===== config.mk =====
export PLATFORM = sky130hd
export DESIGN_NAME = asc_ctrl
export DESIGN_NICKNAME = d
export VERILOG_FILES = /design/src/inc/asc_pkg.sv /design/src/verilog/asc_ctrl.sv /design/src/verilog/asc_fifo.sv
export SDC_FILE = /design/constraint.sdc
export NUM_CORES = 1
export LEC_CHECK = 0
export BUFFER_PORTS_ARGS = -buffer_cell sky130_fd_sc_hd__buf_2
export CAP_MARGIN = 5
export CORE_ASPECT_RATIO = 0.5
export CORE_UTILIZATION = 54
export CTS_BUF_LIST = sky130_fd_sc_hd__clkbuf_16
export DETAILED_ROUTE_END_ITERATION = 10
export GPL_TIMING_DRIVEN = 0
export HOLD_SLACK_MARGIN = 0.06
export PLACE_DENSITY_LB_ADDON = 0.3
export REMOVE_ABC_BUFFERS = 1
export SKIP_CTS_REPAIR_TIMING = 1
export SYNTH_ARGS = -nofsm -noshare
export SYNTH_HDL_FRONTEND = slang
export SYNTH_HIERARCHICAL = 1
export SYNTH_SLANG_ARGS = --single-unit

===== constraint.sdc =====
create_clock -name CLK -period 2.8 [get_ports CLK]
set_clock_uncertainty 0.1 [all_clocks]
set_input_delay 0 -clock CLK [delete_from_list [all_inputs] [get_ports CLK]]
set_output_delay 0 -clock CLK [all_outputs]
set_load 0.005 [all_outputs]

===== src/inc/asc_pkg.sv =====
// Purpose: Shared constants for the sample and clamp control block
// Assumes: AHB-Lite register access, 32-bit data, one register per word
// Notes: Register offsets are byte addresses
package asc_pkg;
	localparam int DATA_W = 32;
	localparam int ADDR_W = 8;
	localparam int FIFO_DEPTH = 16;
	localparam logic [7:0] OFS_CTRL = 8'h00;
	localparam logic [7:0] OFS_CLAMP = 8'h04;
	localparam logic [7:0] OFS_RED = 8'h08;
	localparam logic [7:0] OFS_GREEN = 8'h0C;
	localparam logic [7:0] OFS_BLUE = 8'h10;
	localparam logic [7:0] OFS_STATUS = 8'h14;
	localparam logic [7:0] OFS_SAMPLE = 8'h18;
	// Control register field positions
	localparam int CTRL_MONO = 0;
	localparam int CTRL_COLOUR_LO = 1;
	localparam int CTRL_CDS = 3;
	localparam int CTRL_POS_LO = 4;
	localparam int CTRL_DLY_LO = 6;
	// Clamp register field positions
	localparam int CLP_EN = 0;
	localparam int CLP_RANGE = 1;
	localparam int CLP_EXT = 2;
	localparam int CLP_CODE_LO = 4;
	localparam logic [31:0] CTRL_RESET = 32'h0000_0008;
	localparam logic [31:0] CLAMP_RESET = 32'h0000_0000;
	localparam logic [31:0] COEF_RESET = 32'h0000_0000;
	localparam logic [1:0] COL_RED = 2'h0;
	localparam logic [1:0] COL_GREEN = 2'h1;
	localparam logic [1:0] COL_BLUE = 2'h2;
	localparam logic [1:0] HTRANS_NONSEQ = 2'h2;
	// Clamp width, and correlated-mode reset-sample width, in clock cycles
	localparam int CLAMP_LEN = 2;
endpackage : asc_pkg


===== src/verilog/asc_ctrl.sv =====
// Purpose: Sample, clamp and coefficient control of a single-channel scanner front end
// Assumes: MCLK and video strobe synchronous to CLK; registers over AHB-Lite
// Notes: Converted samples pass through a FIFO and leave as four nibbles, MSB first
// Notes on behaviour
// - Monochrome mode always applies the red coefficient set, never switching.
// - Colour mode lets the colour field pick red, green or blue set.
// - Colour code 00 red, 01 green, 10 blue, 11 reserved.
// - Three independent 8-bit offset and gain codes, all software writable.
// - Clamp pulse made from master clock and strobe only while enabled.
// - Clamp enable sampled on master clock rise inside each strobe pulse.
// - Clamp switch closed exactly while the clamp pulse is active.
// - Reset-sample position field places clamp, and in correlated mode the reset sample, in pixel.
// - Internal clamp converter code follows the 4-bit clamp code field.
// - Range bit selects alternate clamp converter range.
// - External reference bit disables internal clamp converter output.
// - Correlated bit, reset 1, picks sampled reset level as reference.
// - Non-correlated mode samples reference pin together with video sample.
// - Output delay field selects short, middle or long output timing.
// - Each sample is a 16-bit word sent on a 4-bit bus.
// - All configuration lives in registers written by the controller.
`timescale 1ns/10ps
module asc_ctrl #(
	parameter int SAMPLE_W = 16,
	parameter int NIBBLE_W = 4,
	parameter int DEPTH = asc_pkg::FIFO_DEPTH
) (
	// Clock and reset
	input wire logic CLK,
	input wire logic RESETN,
	// AHB-Lite slave
	input wire logic HSEL,
	input wire logic [asc_pkg::ADDR_W-1:0] HADDR,
	input wire logic [1:0] HTRANS,
	input wire logic HWRITE,
	input wire logic [2:0] HSIZE,
	input wire logic [asc_pkg::DATA_W-1:0] HWDATA,
	input wire logic HREADY,
	output logic [asc_pkg::DATA_W-1:0] HRDATA,
	output logic HREADYOUT,
	output logic HRESP,
	// Timing inputs from the scanner controller
	input wire logic MCLK_IN,
	input wire logic VIDEO_SAMPLE_STROBE,
	// Converted sample in
	input wire logic ADC_VALID,
	output logic ADC_READY,
	input wire logic [SAMPLE_W-1:0] ADC_DATA,
	// Analogue control outputs
	output logic [7:0] OFFSET_CODE,
	output logic [7:0] GAIN_CODE,
	output logic CLAMP_PULSE,
	output logic CLAMP_SWITCH,
	output logic RESET_SAMPLE_CLK,
	output logic VIDEO_SAMPLE_CLK,
	output logic [3:0] CLAMP_CONVERTER_CODE,
	output logic CLAMP_CONVERTER_RANGE,
	output logic CLAMP_CONVERTER_EN,
	output logic REF_FROM_RESET_LEVEL,
	output logic [1:0] OUTPUT_DELAY_SEL,
	// Output nibble bus
	output logic [NIBBLE_W-1:0] OUTPUT_NIBBLE_BUS,
	output logic OUTPUT_NIBBLE_VALID
);
	import asc_pkg::*;

	typedef enum logic [2:0] {
		ST_IDLE = 3'b001,
		ST_WAIT = 3'b010,
		ST_CLAMP = 3'b100
	} asc_state_t;

	function automatic logic [7:0] pick_code(input logic [1:0] sel, input logic [31:0] r,
		input logic [31:0] g, input logic [31:0] b, input int lo);
		logic [7:0] v;
		v = r[lo +: 8];
		case (sel)
			COL_GREEN: v = g[lo +: 8];
			COL_BLUE: v = b[lo +: 8];
			default: v = r[lo +: 8];
		endcase
		return v;
	endfunction : pick_code

	logic [31:0] ctrl_q, clamp_q, red_q, green_q, blue_q, rdata_d;
	logic [1:0] sel_q;
	logic wr_pend_q, addr_ok;
	logic [ADDR_W-1:0] wr_addr_q;

	// Bus: zero wait states, always OKAY
	assign HREADYOUT = 1'b1;
	assign HRESP = 1'b0;
	assign addr_ok = HSEL && HREADY && (HTRANS == HTRANS_NONSEQ);

	always_ff @(posedge CLK or negedge RESETN)
	begin
		if (!RESETN)
		begin
			wr_pend_q <= 1'b0;
			wr_addr_q <= '0;
		end
		else
		begin
			wr_pend_q <= addr_ok && HWRITE;
			wr_addr_q <= HADDR;
		end
	end

	// Configuration registers written by the controller
	always_ff @(posedge CLK or negedge RESETN)
	begin
		if (!RESETN)
		begin
			ctrl_q <= CTRL_RESET;
			clamp_q <= CLAMP_RESET;
			red_q <= COEF_RESET;
			green_q <= COEF_RESET;
			blue_q <= COEF_RESET;
		end
		else if (wr_pend_q)
		begin
			case (wr_addr_q)
				OFS_CTRL: ctrl_q <= {24'h000000, HWDATA[7:0]};
				OFS_CLAMP: clamp_q <= {24'h000000, HWDATA[7:0]};
				OFS_RED: red_q <= {16'h0000, HWDATA[15:0]};
				OFS_GREEN: green_q <= {16'h0000, HWDATA[15:0]};
				OFS_BLUE: blue_q <= {16'h0000, HWDATA[15:0]};
				default: ;
			endcase
		end
	end

	// Coefficient selection; reserved code keeps last valid choice
	always_ff @(posedge CLK or negedge RESETN)
	begin
		if (!RESETN)
			sel_q <= COL_RED;
		else if (ctrl_q[CTRL_MONO])
			sel_q <= COL_RED;
		else if (ctrl_q[CTRL_COLOUR_LO +: 2] != 2'h3)
			sel_q <= ctrl_q[CTRL_COLOUR_LO +: 2];
	end

	always_ff @(posedge CLK or negedge RESETN)
	begin
		if (!RESETN)
		begin
			OFFSET_CODE <= 8'h00;
			GAIN_CODE <= 8'h00;
		end
		else
		begin
			OFFSET_CODE <= pick_code(sel_q, red_q, green_q, blue_q, 0);
			GAIN_CODE <= pick_code(sel_q, red_q, green_q, blue_q, 8);
		end
	end

	// Clamp converter and reference control
	always_ff @(posedge CLK or negedge RESETN)
	begin
		if (!RESETN)
		begin
			CLAMP_CONVERTER_CODE <= 4'h0;
			CLAMP_CONVERTER_RANGE <= 1'b0;
			CLAMP_CONVERTER_EN <= 1'b1;
			REF_FROM_RESET_LEVEL <= 1'b1;
			OUTPUT_DELAY_SEL <= 2'h0;
		end
		else
		begin
			CLAMP_CONVERTER_CODE <= clamp_q[CLP_CODE_LO +: 4];
			CLAMP_CONVERTER_RANGE <= clamp_q[CLP_RANGE];
			CLAMP_CONVERTER_EN <= !clamp_q[CLP_EXT];
			REF_FROM_RESET_LEVEL <= ctrl_q[CTRL_CDS];
			OUTPUT_DELAY_SEL <= ctrl_q[CTRL_DLY_LO +: 2];
		end
	end

	// Master clock edge and strobe tracking
	logic mclk_q, strb_q, mclk_rise, strobe_fall, en_cap_q;
	logic [1:0] edge_cnt_q, len_q;
	asc_state_t st_q;
	assign mclk_rise = MCLK_IN && !mclk_q;
	assign strobe_fall = strb_q && !VIDEO_SAMPLE_STROBE;

	always_ff @(posedge CLK or negedge RESETN)
	begin
		if (!RESETN)
		begin
			mclk_q <= 1'b0;
			strb_q <= 1'b0;
		end
		else
		begin
			mclk_q <= MCLK_IN;
			strb_q <= VIDEO_SAMPLE_STROBE;
		end
	end

	// Decision captured once per strobe and held until the next
	always_ff @(posedge CLK or negedge RESETN)
	begin
		if (!RESETN)
			en_cap_q <= 1'b0;
		else if (mclk_rise && VIDEO_SAMPLE_STROBE)
			en_cap_q <= clamp_q[CLP_EN];
	end

	// Clamp placed a number of master clock edges after strobe end
	always_ff @(posedge CLK or negedge RESETN)
	begin
		if (!RESETN)
		begin
			st_q <= ST_IDLE;
			edge_cnt_q <= 2'h0;
			len_q <= 2'h0;
		end
		else
		begin
			case (st_q)
				ST_IDLE:
					if (strobe_fall)
					begin
						st_q <= ST_WAIT;
						edge_cnt_q <= ctrl_q[CTRL_POS_LO +: 2];
					end
				ST_WAIT:
					if (mclk_rise)
					begin
						if (edge_cnt_q == 2'h0)
						begin
							st_q <= ST_CLAMP;
							len_q <= 2'(CLAMP_LEN - 1);
						end
						else
							edge_cnt_q <= edge_cnt_q - 2'h1;
					end
				ST_CLAMP:
					if (len_q == 2'h0)
						st_q <= ST_IDLE;
					else
						len_q <= len_q - 2'h1;
				default: st_q <= ST_IDLE;
			endcase
		end
	end

	// Reset sample comes every pixel in CORRELATED_SAMPLING_BIT; clamp only when enabled
	always_ff @(posedge CLK or negedge RESETN)
	begin
		if (!RESETN)
		begin
			CLAMP_PULSE <= 1'b0;
			CLAMP_SWITCH <= 1'b0;
			RESET_SAMPLE_CLK <= 1'b0;
			VIDEO_SAMPLE_CLK <= 1'b0;
		end
		else
		begin
			CLAMP_PULSE <= (st_q == ST_CLAMP) && en_cap_q;
			CLAMP_SWITCH <= (st_q == ST_CLAMP) && en_cap_q;
			VIDEO_SAMPLE_CLK <= mclk_rise && VIDEO_SAMPLE_STROBE;
			if (ctrl_q[CTRL_CDS])
				RESET_SAMPLE_CLK <= (st_q == ST_CLAMP);
			else
				RESET_SAMPLE_CLK <= mclk_rise && VIDEO_SAMPLE_STROBE;
		end
	end

	// Sample FIFO and nibble serialiser
	logic f_valid, f_ready;
	logic [SAMPLE_W-1:0] f_data;
	logic [SAMPLE_W-1:0] shift_q;
	logic [2:0] nib_left_q;
	logic [15:0] sample_cnt_q;
	assign f_ready = (nib_left_q == 3'h0);

	asc_fifo #(
		.WIDTH(SAMPLE_W),
		.DEPTH(DEPTH)
	) u_fifo (
		.clk(CLK),
		.resetn(RESETN),
		.in_valid(ADC_VALID),
		.in_ready(ADC_READY),
		.in_data(ADC_DATA),
		.out_valid(f_valid),
		.out_ready(f_ready),
		.out_data(f_data)
	);

	always_ff @(posedge CLK or negedge RESETN)
	begin
		if (!RESETN)
		begin
			shift_q <= '0;
			nib_left_q <= 3'h0;
			OUTPUT_NIBBLE_BUS <= '0;
			OUTPUT_NIBBLE_VALID <= 1'b0;
			sample_cnt_q <= 16'h0000;
		end
		else if (nib_left_q != 3'h0)
		begin
			OUTPUT_NIBBLE_BUS <= shift_q[SAMPLE_W-1 -: NIBBLE_W];
			OUTPUT_NIBBLE_VALID <= 1'b1;
			shift_q <= shift_q << NIBBLE_W;
			nib_left_q <= nib_left_q - 3'h1;
		end
		else
		begin
			OUTPUT_NIBBLE_VALID <= 1'b0;
			if (f_valid)
			begin
				shift_q <= f_data;
				nib_left_q <= 3'(SAMPLE_W / NIBBLE_W);
				sample_cnt_q <= sample_cnt_q + 16'h0001;
			end
		end
	end

	// Read decode, registered into the data phase
	always_comb
	begin
		rdata_d = 32'h0000_0000;
		case (HADDR)
			OFS_CTRL: rdata_d = ctrl_q;
			OFS_CLAMP: rdata_d = clamp_q;
			OFS_RED: rdata_d = red_q;
			OFS_GREEN: rdata_d = green_q;
			OFS_BLUE: rdata_d = blue_q;
			OFS_STATUS: rdata_d = {26'h0, ADC_READY, f_valid, en_cap_q, CLAMP_PULSE, sel_q};
			OFS_SAMPLE: rdata_d = {16'h0000, sample_cnt_q};
			default: rdata_d = 32'h0000_0000;
		endcase
		// Forward a write still in its data phase so a back-to-back read sees the new value
		if (wr_pend_q && (wr_addr_q == HADDR) && (HADDR == OFS_CTRL || HADDR == OFS_CLAMP))
			rdata_d = {24'h000000, HWDATA[7:0]};
		else if (wr_pend_q && (wr_addr_q == HADDR) && (HADDR inside {OFS_RED, OFS_GREEN, OFS_BLUE}))
			rdata_d = {16'h0000, HWDATA[15:0]};
	end

	always_ff @(posedge CLK or negedge RESETN)
	begin
		if (!RESETN)
			HRDATA <= 32'h0000_0000;
		else if (addr_ok && !HWRITE)
			HRDATA <= rdata_d;
	end
endmodule : asc_ctrl


===== src/verilog/asc_fifo.sv =====
// Purpose: Parameterised valid/ready FIFO
// Assumes: One clock, asynchronous active-low reset
// Notes: Full and empty are exact; no write when full
`timescale 1ns/10ps
module asc_fifo #(
	parameter int WIDTH = 16,
	parameter int DEPTH = 16
) (
	// Clock and reset
	input wire logic clk,
	input wire logic resetn,
	// Fill side
	input wire logic in_valid,
	output logic in_ready,
	input wire logic [WIDTH-1:0] in_data,
	// Drain side
	output logic out_valid,
	input wire logic out_ready,
	output logic [WIDTH-1:0] out_data
);
	localparam int AW = $clog2(DEPTH);
	logic [WIDTH-1:0] mem [DEPTH];
	logic [AW-1:0] wr_q;
	logic [AW-1:0] rd_q;
	logic [AW:0] cnt_q;
	logic push;
	logic pop;
	assign in_ready = (cnt_q != (AW+1)'(DEPTH));
	assign out_valid = (cnt_q != '0);
	assign push = in_valid && in_ready;
	assign pop = out_valid && out_ready;
	assign out_data = mem[rd_q];
	always_ff @(posedge clk)
	begin
		if (push)
			mem[wr_q] <= in_data;
	end
	always_ff @(posedge clk or negedge resetn)
	begin
		if (!resetn)
		begin
			wr_q <= '0;
			rd_q <= '0;
			cnt_q <= '0;
		end
		else
		begin
			if (push)
				wr_q <= (wr_q == AW'(DEPTH-1)) ? '0 : wr_q + 1'b1;
			if (pop)
				rd_q <= (rd_q == AW'(DEPTH-1)) ? '0 : rd_q + 1'b1;
			if (push && !pop)
				cnt_q <= cnt_q + 1'b1;
			else if (pop && !push)
				cnt_q <= cnt_q - 1'b1;
		end
	end
endmodule : asc_fifo


==> flow_summary.toml <==
[die]
rows = 47
die_w_um = 264
dieHeight_um = 133
dieArea_um2 = 35100
start_util_pct = 55.4
coreArea_um2 = 33400
io_pins = 138

[critical_path]
slowest_stage = "nor3_2"
crit_path_start = "u_fifo/cnt_q[2]$_DFFE_PN0P_"
critical-path-top-delay-family = "simple AND/OR/NAND/NOR gates"
critPathKind = "flip-flop to flip-flop"
worst_path_most_repeated_cell = "buf_6"
worstPathCellList = "nor4_4, a21boi_2, nand2_1, nor3_2, buf_6, buf_6"
crit_fanout = 11
slowest_delay_ns = 0.60
path_buf_inv = 2
reg2reg_slack_ns = 0.1
r2r_cells = 6
critPathArrivalTime_ns = 2.86
startpoint_type = "flip-flop"
r2r_start = "u_fifo/cnt_q[2]$_DFFE_PN0P_"
cp-end-kind = "flip-flop"
r2r_end = "u_fifo/mem[0][8]$_DFFE_PP_"
required_ns = 2.95

[timing]
fin_setup_tns_ns = 0
tightest_slew_ns = 1.09
setup_viol = 0
finalCriticalPeriod_ns = 2.70
maxClockFrequency_ghz = 0.370
drv_slew = 0
holdWs_ns = 0.0560
setup_ws_ns = 0.0957
maxSlewHeadroom_pct = 27.6
finalCritPeriodShare_pct = 96.6
hold_viol = 0

[layout]
area_growth_pct = 15.9
antenna_cells = 0
fill_cells = 2314
drive_gt1_share_pct = 24.9
stdcell_count = 1828
final_nets = 1441
fin_util_pct = 64.3
post-route-cell-area_um2 = 21500
multi_input_area_um2 = 5900
seq_area_um2 = 12300

[logic_synthesis]
synthArstFlopShare_pct = 41.6
synth_most_common_cell = "edfxtp_1"
synth_top_flop_cell = "edfxtp_1"
yosys-top-cells-area = "edfxtp_1 (42%), dfrtp_1 (24%), mux4_2 (4.9%)"
syn-cell-area_um2 = 18500
synth_top_area_share_pct = 41.5
post-synth-top-area-cell = "edfxtp_1"
ys_types = 66
synth_commonest_cells = "edfxtp_1 (256), dfrtp_1 (178), mux2i_1 (80)"
ys_warn_count = 6
ys_seq_area_share_pct = 66.1
synth_edf_count = 256
synth.avg_cell_area_um2 = 15.5
synth_cells = 1193
synth_seq_cells = 438

[hold_path]
hold_depth = 2
min_to = "wr_addr_q[7]$_DFF_PN0_"
min_from = "HADDR[7]"
min_path_type = "input pin to flip-flop"

[place]
dpl.hpwl_mm = 26.8
place_worst_setup_slack_ns = -0.619
io_buffer_count = 100
place_area_um2 = 19600
place.gp.congestion = 0.842
dp_cells = 1697

[detailed_routing]
vias = 10900
via_per_inst = 5.98
antenna_left = 0
firstDrtPassIters = 5
wl_per_cell_um = 23.0
wirelength_mm = 42.0
drc = 0
drt_iter0_drc = 1223

[job]
cap_violations = 0

[pwr]
powerDensity_nw_per_um2 = 842
p_leak_nw = 8.51
irDropWorstVdd_v = 0.000499
power.total_mw = 18.1

[cts]
cts_buffers = 39
cts_buffer_depth = 3
htreeDepth = 2
clk_pin_slew_ns = 0.06
insertion_delay_ns = 0.55
cts_tree = "built"
cts_root_buffer = "clkbuf_16"
cts.sinks = 438

[global_routing]
overflow = 0
track_usage_pct = 23.8
grt_pass1_wl_mm = 63.3
antenna_found_initial = 0
grt_max_degree = 97
grt_pass1_vias = 10900

[status]
outcome = "completed"
[layout make-up]
| type | count | share of cell area (%) |
|---|---|---|
| clock inverters | 32 | 0.787 |
| inverters | 19 | 0.332 |
| repair buffers | 186 | 7.05 |
| flip-flops and latches | 438 | 57.1 |
| well taps | 441 | 2.57 |
| multi-input cells | 672 | 27.5 |
| clock buffers | 40 | 4.66 |
[worst max path at each step]
stage | endpoint | slack, ns | cells after the start
floorplan | shift_q[10]$_DFFE_PN0P_ | -0.74 | 6
global placement | shift_q[15]$_DFFE_PN0P_ | -2.76 | 6
detailed placement | u_fifo/mem[3][6]$_DFFE_PP_ | -0.62 | 6
CTS | u_fifo/mem[3][10]$_DFFE_PP_ | -0.63 | 6
global route | u_fifo/mem[0][6]$_DFFE_PP_ | -0.03 | 6
finish | u_fifo/mem[0][8]$_DFFE_PP_ | 0.1 | 6
[where the power goes]
part	internal, mW	switching, mW
Combinational	2.23	2.45
Sequential	7.59	0.821
Clock	2.69	2.30
[sequential cells by signal, indices dropped and copies added (netlist names), 16 cells and up]
signal / flops
blue_q: 16
HRDATA: 16
green_q: 16
shift_q: 16
red_q: 16
u_fifo/mem: 256
sample_cnt_q: 16
[layer usage]
| metal | up-vias | global-route usage [%] | part of all wire, % |
|---|---|---|---|
| met3 | 71 | 3.80 | 7.2 |
| li1 | 4835 | - | - |
| met2 | 424 | 39.0 | 49 |
| met1 | 5599 | 32.9 | 41 |
| met4 | 0 | 7.72 | 2.2 |
| met5 | - | 0 | 0 |
[worst reg2reg max path, stage by stage, from the launching register on]
cell,delay (ns)
dfrtp_1,0.49
nor4_4,0.11
a21boi_2,0.44
nand2_1,0.27
nor3_2,0.60
buf_6,0.25
buf_6,0.16
[kinds of logic after synthesis]
family | after synthesis | share of synthesized area, %
buf+inv | 99 | 3.06
fa+ha+maj | 16 | 1.12
flops | 438 | 66.1
simple gates | 226 | 6.01
other cells | 2 | 0.0406
compound gates | 174 | 6.39
xor+xnor | 29 | 1.37
mux | 209 | 15.9
[layout by cell type (no fill, tap or decap), types with 11 or more instances in the layout]
master	n
edfxtp_1	256
clkbuf_16	40
o21ai_0	36
nor2_2	13
inv_1	33
o31ai_1	11
mux4_2	40
o21ai_1	17
a21oi_1	22
xor2_1	11
xnor2_1	18
buf_2	99
nand2_1	65
nand3_1	14
a32oi_1	16
dlygate4sd3_1	53
nor3_1	18
mux2i_1	80
conb_1	18
dfrtp_1	173
mux4_1	13
ha_1	12
buf_8	16
a22oi_1	35
mux2_2	66
nor2_1	53
Power figures use the tool's default switching activity.
